$ cat src/design/csz_regs.vh
// register offsets, fields, reset values and timing constants of the calibration/zone block
`ifndef CSZ_REGS_VH
`define CSZ_REGS_VH
// register byte offsets
`define CSZ_CTRL_OFS      8'h00
`define CSZ_STATUS_OFS    8'h04
`define CSZ_HEAD_OFS      8'h08
`define CSZ_SPIN_TGT_OFS  8'h0C
`define CSZ_SPIN_MEAS_OFS 8'h10
`define CSZ_CAL_CNT_OFS   8'h14
`define CSZ_ZONE_TAB_OFS  8'h40
// field positions
`define CSZ_CTRL_CAL_EN   0
`define CSZ_ST_CAL_RUN    0
`define CSZ_ST_CMD_BUSY   1
`define CSZ_ST_WFAULT     2
`define CSZ_ST_SHIFT_BSY  3
`define CSZ_ST_ZONE_LSB   4
`define CSZ_ST_GC_ERR     8
// reset values
`define CSZ_CTRL_RST      32'h0000_0001
`define CSZ_SPIN_TGT_RST  24'h01_2C4B
// timing: one millisecond in ns, clock period in ns
`define CSZ_MS_NS         1000000
`define CSZ_CLK_NS        10
`define CSZ_CAL_PERIOD_MS 1800000
`define CSZ_CMD_WAIT_MS   100
// zone geometry
`define CSZ_ZONES         15
`define CSZ_LAST_CYL      14'h3DFE
`endif

$ cat src/design/csz_top.v
// calibration scheduler, group coder, zone setup, head port, write fault and spindle timing
`include "csz_regs.vh"
module csz_top #(
  parameter MS_CYC     = `CSZ_MS_NS / `CSZ_CLK_NS,  // cycles per millisecond
  parameter PERIOD_MS  = `CSZ_CAL_PERIOD_MS,        // calibration spacing
  parameter CAL_LEN_MS = 50,                        // length of one pass
  parameter HEAD_DIV   = 4                          // head port clock half period
) (
  // clock and reset
  input  wire        clk_i,
  input  wire        rst_i,
  // wishbone slave
  input  wire [7:0]  wb_adr_i,
  input  wire [31:0] wb_dat_i,
  input  wire [3:0]  wb_sel_i,
  input  wire        wb_we_i,
  input  wire        wb_cyc_i,
  input  wire        wb_stb_i,
  output reg  [31:0] wb_dat_o,
  output reg         wb_ack_o,
  // host command handshake
  input  wire        cmd_req_i,
  input  wire        cmd_done_i,
  output reg         cmd_grant_o,
  output reg         cal_run_o,
  // target cylinder and read channel setup
  input  wire [13:0] target_cyl_i,
  output reg  [7:0]  rate_word_o,
  output reg  [7:0]  filter_cut_o,
  output reg  [7:0]  boost_gain_o,
  output reg         setup_strobe_o,
  output reg         zone_ready_o,
  // write path
  input  wire [47:0] wr_data_i,
  input  wire        wr_valid_i,
  output reg  [50:0] wr_code_o,
  output reg         wr_code_valid_o,
  // read path
  input  wire [50:0] rd_code_i,
  input  wire        rd_code_valid_i,
  output reg  [47:0] rd_data_o,
  output reg         rd_data_valid_o,
  // head preamplifier port
  output reg         head_port_enable_o,
  output reg         head_port_clock_o,
  output reg         head_port_serial_data_o,
  input  wire        write_fault_sense_i,
  // spindle
  input  wire        spin_tick_i,
  output reg         spin_faster_o,
  output reg         spin_slower_o
);
  // scheduler states
  localparam S_IDLE = 2'd0;
  localparam S_CAL  = 2'd1;
  localparam S_CMD  = 2'd2;
  // zone lookup by cylinder, zone 0 at the outer edge
  function [3:0] zone_of;
    input [13:0] cyl;
    begin
      if (cyl <= 14'd1230) zone_of = 4'd0;
      else if (cyl <= 14'd2560) zone_of = 4'd1;
      else if (cyl <= 14'd3820) zone_of = 4'd2;
      else if (cyl <= 14'd5610) zone_of = 4'd3;
      else if (cyl <= 14'd6510) zone_of = 4'd4;
      else if (cyl <= 14'd6940) zone_of = 4'd5;
      else if (cyl <= 14'd8640) zone_of = 4'd6;
      else if (cyl <= 14'd9530) zone_of = 4'd7;
      else if (cyl <= 14'd10870) zone_of = 4'd8;
      else if (cyl <= 14'd11530) zone_of = 4'd9;
      else if (cyl <= 14'd12200) zone_of = 4'd10;
      else if (cyl <= 14'd13300) zone_of = 4'd11;
      else if (cyl <= 14'd14030) zone_of = 4'd12;
      else if (cyl <= 14'd15160) zone_of = 4'd13;
      else zone_of = 4'd14;
    end
  endfunction
  // pin synchronisers
  reg [1:0] req_sync_reg;    // host request
  reg [1:0] wf_sync_reg;     // write fault sense
  reg [2:0] tick_sync_reg;   // spindle tick, bit 2 is edge history
  wire      req_s  = req_sync_reg[1];
  wire      wf_s   = wf_sync_reg[1];
  wire      tick_p = tick_sync_reg[1] & ~tick_sync_reg[2];
  // two flops before any logic looks at the pins
  always @(posedge clk_i) begin
    if (rst_i) begin
      req_sync_reg  <= 2'b00;
      wf_sync_reg   <= 2'b00;
      tick_sync_reg <= 3'b000;
    end else begin
      req_sync_reg  <= {req_sync_reg[0], cmd_req_i};
      wf_sync_reg   <= {wf_sync_reg[0], write_fault_sense_i};
      tick_sync_reg <= {tick_sync_reg[1:0], spin_tick_i};
    end
  end
  // software registers
  reg [31:0] ctrl_reg;               // bit0 enables the schedule
  reg [23:0] spin_tgt_reg;           // target cycles per sixth revolution
  reg [23:0] zone_tab_reg [0:14];    // per zone {boost, cut-off, rate}
  reg        wfault_reg;             // sticky write fault
  reg        gc_err_reg;             // sticky decode guard error
  reg [15:0] cal_cnt_reg;            // passes started
  reg [23:0] spin_meas_reg;          // last measured tick interval
  wire       wb_req = wb_cyc_i & wb_stb_i & ~wb_ack_o;
  wire       wb_wr  = wb_req & wb_we_i;
  wire [7:0] zidx   = (wb_adr_i - `CSZ_ZONE_TAB_OFS) >> 2;
  wire       in_tab = (wb_adr_i >= `CSZ_ZONE_TAB_OFS) && (zidx < 8'd15) && (wb_adr_i[1:0] == 2'b00);
  integer    i;
  // register writes honour byte lanes
  always @(posedge clk_i) begin
    if (rst_i) begin
      ctrl_reg     <= `CSZ_CTRL_RST;
      spin_tgt_reg <= `CSZ_SPIN_TGT_RST;
      for (i = 0; i < `CSZ_ZONES; i = i + 1)
        zone_tab_reg[i] <= 24'h00_0000;
    end else if (wb_wr) begin
      if (wb_adr_i == `CSZ_CTRL_OFS && wb_sel_i[0])
        ctrl_reg[7:0] <= wb_dat_i[7:0];
      if (wb_adr_i == `CSZ_SPIN_TGT_OFS) begin
        if (wb_sel_i[0]) spin_tgt_reg[7:0]   <= wb_dat_i[7:0];
        if (wb_sel_i[1]) spin_tgt_reg[15:8]  <= wb_dat_i[15:8];
        if (wb_sel_i[2]) spin_tgt_reg[23:16] <= wb_dat_i[23:16];
      end
      if (in_tab) begin
        if (wb_sel_i[0]) zone_tab_reg[zidx[3:0]][7:0]   <= wb_dat_i[7:0];
        if (wb_sel_i[1]) zone_tab_reg[zidx[3:0]][15:8]  <= wb_dat_i[15:8];
        if (wb_sel_i[2]) zone_tab_reg[zidx[3:0]][23:16] <= wb_dat_i[23:16];
      end
    end
  end
  // calibration scheduler
  reg [1:0]  state_reg;
  reg [31:0] ms_pre_reg;     // millisecond prescaler
  reg [31:0] elapsed_reg;    // ms since last schedule point
  reg [31:0] cal_ms_reg;     // ms spent in current pass
  reg        cal_pend_reg;   // a pass is owed
  wire       ms_tick = (ms_pre_reg == MS_CYC - 1);
  // free running elapsed time, never held by commands
  always @(posedge clk_i) begin
    if (rst_i) begin
      ms_pre_reg  <= 32'h0000_0000;
      elapsed_reg <= 32'h0000_0000;
    end else begin
      ms_pre_reg <= ms_tick ? 32'h0000_0000 : ms_pre_reg + 32'h0000_0001;
      if (ms_tick)
        elapsed_reg <= (elapsed_reg == PERIOD_MS - 1) ? 32'h0000_0000 : elapsed_reg + 32'h0000_0001;
    end
  end
  // state machine: idle, calibrating, serving a command
  always @(posedge clk_i) begin
    if (rst_i) begin
      state_reg    <= S_IDLE;
      cal_pend_reg <= 1'b1;                      // initial pass owed
      cal_ms_reg   <= 32'h0000_0000;
      cal_run_o    <= 1'b0;
      cmd_grant_o  <= 1'b0;
      cal_cnt_reg  <= 16'h0000;
    end else begin
      cmd_grant_o <= 1'b0;
      // schedule point sets the owed flag
      if (ms_tick && elapsed_reg == PERIOD_MS - 1 && ctrl_reg[`CSZ_CTRL_CAL_EN])
        cal_pend_reg <= 1'b1;
      case (state_reg)
        S_IDLE: begin
          if (req_s) begin
            state_reg   <= S_CMD;
            cmd_grant_o <= 1'b1;
          end else if (cal_pend_reg) begin
            state_reg    <= S_CAL;
            cal_pend_reg <= 1'b0;
            cal_ms_reg   <= 32'h0000_0000;
            cal_run_o    <= 1'b1;
            cal_cnt_reg  <= cal_cnt_reg + 16'h0001;
          end
        end
        S_CAL: begin
          if (req_s) begin
            // abandon the pass and owe it again
            state_reg    <= S_CMD;
            cal_run_o    <= 1'b0;
            cmd_grant_o  <= 1'b1;                // three cycles after request pin, far under limit
            cal_pend_reg <= 1'b1;
          end else if (ms_tick) begin
            if (cal_ms_reg == CAL_LEN_MS - 1) begin
              state_reg <= S_IDLE;
              cal_run_o <= 1'b0;
            end else
              cal_ms_reg <= cal_ms_reg + 32'h0000_0001;
          end
        end
        S_CMD: begin
          // after seek and transfer, idle restarts any owed pass
          if (cmd_done_i)
            state_reg <= S_IDLE;
        end
        default: begin
          state_reg <= S_IDLE;
          cal_run_o <= 1'b0;
        end
      endcase
    end
  end
  // zone tracking and read channel setup
  reg [3:0] zone_reg;
  reg       zone_vld_reg;
  wire [3:0] zone_now = zone_of(target_cyl_i);  // cylinder 0 outermost
  // on each zone change load rate, cut-off and boost
  always @(posedge clk_i) begin
    if (rst_i) begin
      zone_reg       <= 4'h0;
      zone_vld_reg   <= 1'b0;
      rate_word_o    <= 8'h00;
      filter_cut_o   <= 8'h00;
      boost_gain_o   <= 8'h00;
      setup_strobe_o <= 1'b0;
      zone_ready_o   <= 1'b0;
    end else begin
      setup_strobe_o <= 1'b0;
      if (!zone_vld_reg || zone_now != zone_reg) begin
        zone_reg       <= zone_now;
        zone_vld_reg   <= 1'b1;
        rate_word_o    <= zone_tab_reg[zone_now][7:0];
        filter_cut_o   <= zone_tab_reg[zone_now][15:8];
        boost_gain_o   <= zone_tab_reg[zone_now][23:16];
        setup_strobe_o <= 1'b1;
        zone_ready_o   <= 1'b0;              // transfer waits one cycle for setup
      end else
        zone_ready_o <= 1'b1;
    end
  end
  // group coder: a one guard bit after each 16-bit slice
  wire rd_guard_ok = rd_code_i[34] & rd_code_i[17] & rd_code_i[0];
  // encode on write strobe, decode on read strobe
  always @(posedge clk_i) begin
    if (rst_i) begin
      wr_code_o       <= 51'h0;
      wr_code_valid_o <= 1'b0;
      rd_data_o       <= 48'h0;
      rd_data_valid_o <= 1'b0;
      gc_err_reg      <= 1'b0;
      wfault_reg      <= 1'b0;
    end else begin
      wr_code_valid_o <= wr_valid_i;
      if (wr_valid_i)
        wr_code_o <= {wr_data_i[47:32], 1'b1, wr_data_i[31:16], 1'b1, wr_data_i[15:0], 1'b1};
      rd_data_valid_o <= rd_code_valid_i;
      if (rd_code_valid_i)
        rd_data_o <= {rd_code_i[50:35], rd_code_i[33:18], rd_code_i[16:1]};
      // set beats a clear in the same cycle
      if (rd_code_valid_i && !rd_guard_ok)
        gc_err_reg <= 1'b1;
      else if (wb_wr && wb_adr_i == `CSZ_STATUS_OFS && wb_sel_i[1] && wb_dat_i[`CSZ_ST_GC_ERR])
        gc_err_reg <= 1'b0;
      if (wf_s)                                  // sticky write fault, set wins over clear
        wfault_reg <= 1'b1;
      else if (wb_wr && wb_adr_i == `CSZ_STATUS_OFS && wb_sel_i[0] && wb_dat_i[`CSZ_ST_WFAULT])
        wfault_reg <= 1'b0;
    end
  end
  // head select shifter, msb first, data steady on rising clock
  reg [7:0] hs_sh_reg;
  reg [3:0] hs_bits_reg;
  reg [7:0] hs_div_reg;
  wire      hs_start = wb_wr && wb_adr_i == `CSZ_HEAD_OFS && wb_sel_i[0] && hs_bits_reg == 4'd0;
  // three-wire head port transfer
  always @(posedge clk_i) begin
    if (rst_i) begin
      hs_sh_reg               <= 8'h00;
      hs_bits_reg             <= 4'd0;
      hs_div_reg              <= 8'h00;
      head_port_enable_o      <= 1'b0;
      head_port_clock_o       <= 1'b0;
      head_port_serial_data_o <= 1'b0;
    end else if (hs_start) begin
      hs_sh_reg               <= {wb_dat_i[6:0], 1'b0};
      head_port_serial_data_o <= wb_dat_i[7];
      hs_bits_reg             <= 4'd8;
      hs_div_reg              <= 8'h00;
      head_port_enable_o      <= 1'b1;
    end else if (hs_bits_reg != 4'd0) begin
      if (hs_div_reg == HEAD_DIV - 1) begin
        hs_div_reg        <= 8'h00;
        head_port_clock_o <= ~head_port_clock_o;
        if (head_port_clock_o) begin
          // falling edge moves to next bit
          hs_bits_reg             <= hs_bits_reg - 4'd1;
          head_port_serial_data_o <= hs_sh_reg[7];
          hs_sh_reg               <= {hs_sh_reg[6:0], 1'b0};
          if (hs_bits_reg == 4'd1) begin
            head_port_enable_o      <= 1'b0;
            head_port_serial_data_o <= 1'b0;
          end
        end
      end else
        hs_div_reg <= hs_div_reg + 8'h01;
    end
  end
  // spindle: interval between ticks, correction on every tick whose interval differs from the target
  reg [23:0] spin_cnt_reg;
  always @(posedge clk_i) begin
    if (rst_i) begin
      spin_cnt_reg  <= 24'h00_0000;
      spin_meas_reg <= 24'h00_0000;
      spin_faster_o <= 1'b0;
      spin_slower_o <= 1'b0;
    end else begin
      spin_faster_o <= 1'b0;
      spin_slower_o <= 1'b0;
      if (tick_p) begin
        spin_meas_reg <= spin_cnt_reg;
        spin_cnt_reg  <= 24'h00_0001;
        spin_faster_o <= spin_cnt_reg > spin_tgt_reg;   // too slow, more current
        spin_slower_o <= spin_cnt_reg < spin_tgt_reg;   // too fast, less current
      end else if (spin_cnt_reg != 24'hFF_FFFF)
        spin_cnt_reg <= spin_cnt_reg + 24'h00_0001;
    end
  end
  // bus answer one cycle after the request, unmapped reads give zero
  always @(posedge clk_i) begin
    if (rst_i) begin
      wb_ack_o <= 1'b0;
      wb_dat_o <= 32'h0000_0000;
    end else begin
      wb_ack_o <= wb_req;
      wb_dat_o <= 32'h0000_0000;
      if (wb_req && !wb_we_i) begin
        case (wb_adr_i)
          `CSZ_CTRL_OFS:      wb_dat_o <= {24'h00_0000, ctrl_reg[7:0]};
          `CSZ_STATUS_OFS:    wb_dat_o <= {23'h0, gc_err_reg, zone_reg, hs_bits_reg != 4'd0,
                                           wfault_reg, state_reg == S_CMD, cal_run_o};
          `CSZ_SPIN_TGT_OFS:  wb_dat_o <= {8'h00, spin_tgt_reg};
          `CSZ_SPIN_MEAS_OFS: wb_dat_o <= {8'h00, spin_meas_reg};
          `CSZ_CAL_CNT_OFS:   wb_dat_o <= {16'h0000, cal_cnt_reg};
          default:
            if (in_tab)
              wb_dat_o <= {8'h00, zone_tab_reg[zidx[3:0]]};
        endcase
      end
    end
  end
endmodule // csz_top

$ cat config.mk
export PLATFORM = sky130hd
export DESIGN_NAME = csz_top
export DESIGN_NICKNAME = d
export VERILOG_FILES = /design/src/design/csz_top.v
export VERILOG_INCLUDE_DIRS = /design/src /design/src/design
export SDC_FILE = /design/constraint.sdc
export NUM_CORES = 2
export LEC_CHECK = 0
export BUFFER_PORTS_ARGS = -buffer_cell sky130_fd_sc_hd__buf_2
export CORE_MARGIN = 10
export CORE_UTILIZATION = 50
export CTS_CLUSTER_SIZE = 20
export DETAILED_ROUTE_END_ITERATION = 16
export PLACE_DENSITY_LB_ADDON = 0.15
export SLEW_MARGIN = 20
export SYNTH_ARGS = -nofsm -noshare
export SYNTH_HDL_FRONTEND = slang
export SYNTH_SLANG_ARGS = --single-unit
$ cat constraint.sdc
create_clock -name clk_i -period 6.5 [get_ports clk_i]
set_clock_uncertainty 0.1 [all_clocks]
set_input_delay 0.65 -clock clk_i [delete_from_list [all_inputs] [get_ports clk_i]]
set_output_delay 0.65 -clock clk_i [all_outputs]
set_load 0.005 [all_outputs]
==> run metrics <==
outcome=finished, final reports clean; sequential area share after synthesis=0.523; PwrDens=274 mW/mm^2; first-pass GRT wire length=168000 um; reg-to-reg slack, setup=3.16 ns; worst-margin pin slew=1.15 ns; Final Cycle Share=0.688; GRT overflow=0; placed cells=4510; maximum clock rate=224 MHz; VDD IR-drop max=275 uV; Cells after Synth=3352; overall routed net length=111000 um; Pwr Total=11.6 mW; Ys Warns=0; Hold Fails Final Rpt=0; cell family with most CP delay=compound AO/OA/AOI/OAI gates; Slew HR=0.234; fin. max-slew vios=0; Leak Pwr=16.6 nW; FFs w/ async S/R, synth=0; hold depth=2; Primary FF master, synth=dfxtp_1; Slowest cell on crit path=buf_4; Cell Count, Final, Fillers Out=4664; number of synthesized flops with an enable pin=384; all-layer global routing usage=0.251; max cap viols=0; vias=28200; routability cong.=0.912; worst setup path category=input pin to flip-flop; CTS buffer count=82; number of port buffers=317; Min Hold Slack=0.134 ns; Worst Hold Class=input pin to flip-flop; top cell type by total area after synthesis=edfxtp_1; reg2reg path depth=9; vias per cell=6.05; Mapped Area=0.0368 sq mm; CP cell instances=buf_2 -> or4b_1 -> o311ai_0 -> a21o_1 -> a221o_1 -> nand2_1 -> a21oi_4 -> buf_4 -> a21oi_1 -> a221oi_1 -> nor4_1 -> a211oi_1; CTS-repair resized insts=0; synthesis-to-layout area growth=14.8%; clock period minus worst slack=4.47 ns; CTS sink count=769; cell count along the critical path=12; Top Ports=335; Core Area=0.0730 sq mm; crit path max fanout=57; worst endpoint required time=6.92 ns; net count reported at finish=3836; Synth top cells by count=391 x nor2_1, 385 x dfxtp_1, 384 x edfxtp_1; dpl hpwl=78500 um; hold-fix buffers at CTS=0; number of global-route vias before repair=27700; synth top area cells=edfxtp_1 31%, dfxtp_1 21%, mux4_2 7.3%, and2_1 6.3%, mux2i_1 6.3%; Worst setup EP type=flip-flop; Final ANT Viol Nets=0; Synth top area share=0.313; Clk pin slew, worst setup/hold paths=0.06 ns; clk root buf=clkbuf_16; Yosys reg bits=769; Row Count=99; Die W=291 um; Die Span Y=291 um; pin count of the biggest net entering global routing=107; CTS tree=built; RSZ-0062 raised after global routing=false; mean area per synthesized cell=11.0 sq um; crit path buf inv count=2; Largest register FFs=384; Critical Path AT=4.89 ns; Sum Neg Setup Slack=0 ns; Initial Utilization=0.504; H-tree lvl count=3; clock latency on the worst-skew pair=0.64 ns; DRC=0; layout cell share with drive strength beyond 1=0.181; routed length per instance=23.7 um; Unique masters post-synth=76; setup bufs post-CTS=0; Final Core Density=0.579; Max stage delay on crit path=0.69 ns; DR iter-0 viols=2967; count leader, synth=nor2_1; critical path startpoint category=input pin; initial antenna violation count=4; final setup fails=0; Pre-antenna DRT Iters=6; clock tree buffer depth=3; die area=0.0849 sq mm
[where the power goes]
group	leakage (nW)	switching [mW]	internal (mW)	total, mW
clock	1.42	2.00	3.00	5.01
sequential	7.01	0.114	5.26	5.37
combinational	8.17	0.755	0.458	1.21
[final cells by class]
type                       instances  area (sq um)
antenna                            1          2.50
clock buffer                     106          2310
clock inverter                    47           599
fill                            6107         30700
inverter                          44           165
multi-input combinational       2344         16500
sequential                       769         19200
tap                              959          1200
timing repair buffer             394          2200
[logic make-up (layout without fill, tap and decap cells)]
logic type      count (synthesis)  in the layout  synth area share
fa+ha+maj                      33             33            0.0112
xor+xnor                      118            118            0.0281
buf+inv                       270            591            0.0324
flops                         769            769             0.523
simple gates                 1353           1353             0.184
mux                           350            350             0.136
other cells                     1             33          0.000102
compound gates                458            458            0.0852
[path summary, 6_finish.rpt]
| check | endpoint | from |
|---|---|---|
| hold reg to reg | req_sync_reg[1]$_SDFF_PP0_ | req_sync_reg[0]$_SDFF_PP0_ |
| setup / recovery | rate_word_o[5]$_SDFFE_PP0P_ | target_cyl_i[13] |
| setup reg to reg | elapsed_reg[30]$_SDFFE_PP0P_ | ms_pre_reg[0]$_SDFF_PP0_ |
| hold / removal | req_sync_reg[0]$_SDFF_PP0_ | cmd_req_i |
[worst reg2reg max path: cells and delay by family, from the launching register on]
| family | cells | cell delay (ns) |
|---|---|---|
| and+or+nand+nor | 7 | 2.39 |
| adders and majority gates | 1 | 0.23 |
| AOI/OAI and AO/OA | 1 | 0.16 |
| DFF | 1 | 0.38 |
[layout by cell type, fill, tap and decap left out, drive strengths merged, types with 76 or more instances in the layout]
master	count
and2	372
dfxtp	385
nand3	76
xor2	89
edfxtp	384
clkbuf	106
nor2	391
mux4	120
nand2	260
mux2i	230
o21ai	92
a21oi	83
buf	394
[metal layers]
metal | part of all wire | track usage
met1 | 0.40 | 0.321
met3 | 0.082 | 0.0487
met2 | 0.49 | 0.425
met4 | 0.029 | 0.0775
met5 | 0.00035 | 0
[per-stage QoR]
step / cell area, sq um / setup slack (ns)
final: 42300 / 2.03
after global routing: 42200 / 2.03
after CTS: 42200 / 2.26
after detailed placement: 39300 / 1.65
after global placement: 39300 / 1.75
after floorplan: 36900 / 3.02
No activity file was read; power rests on OpenSTA's default activity.
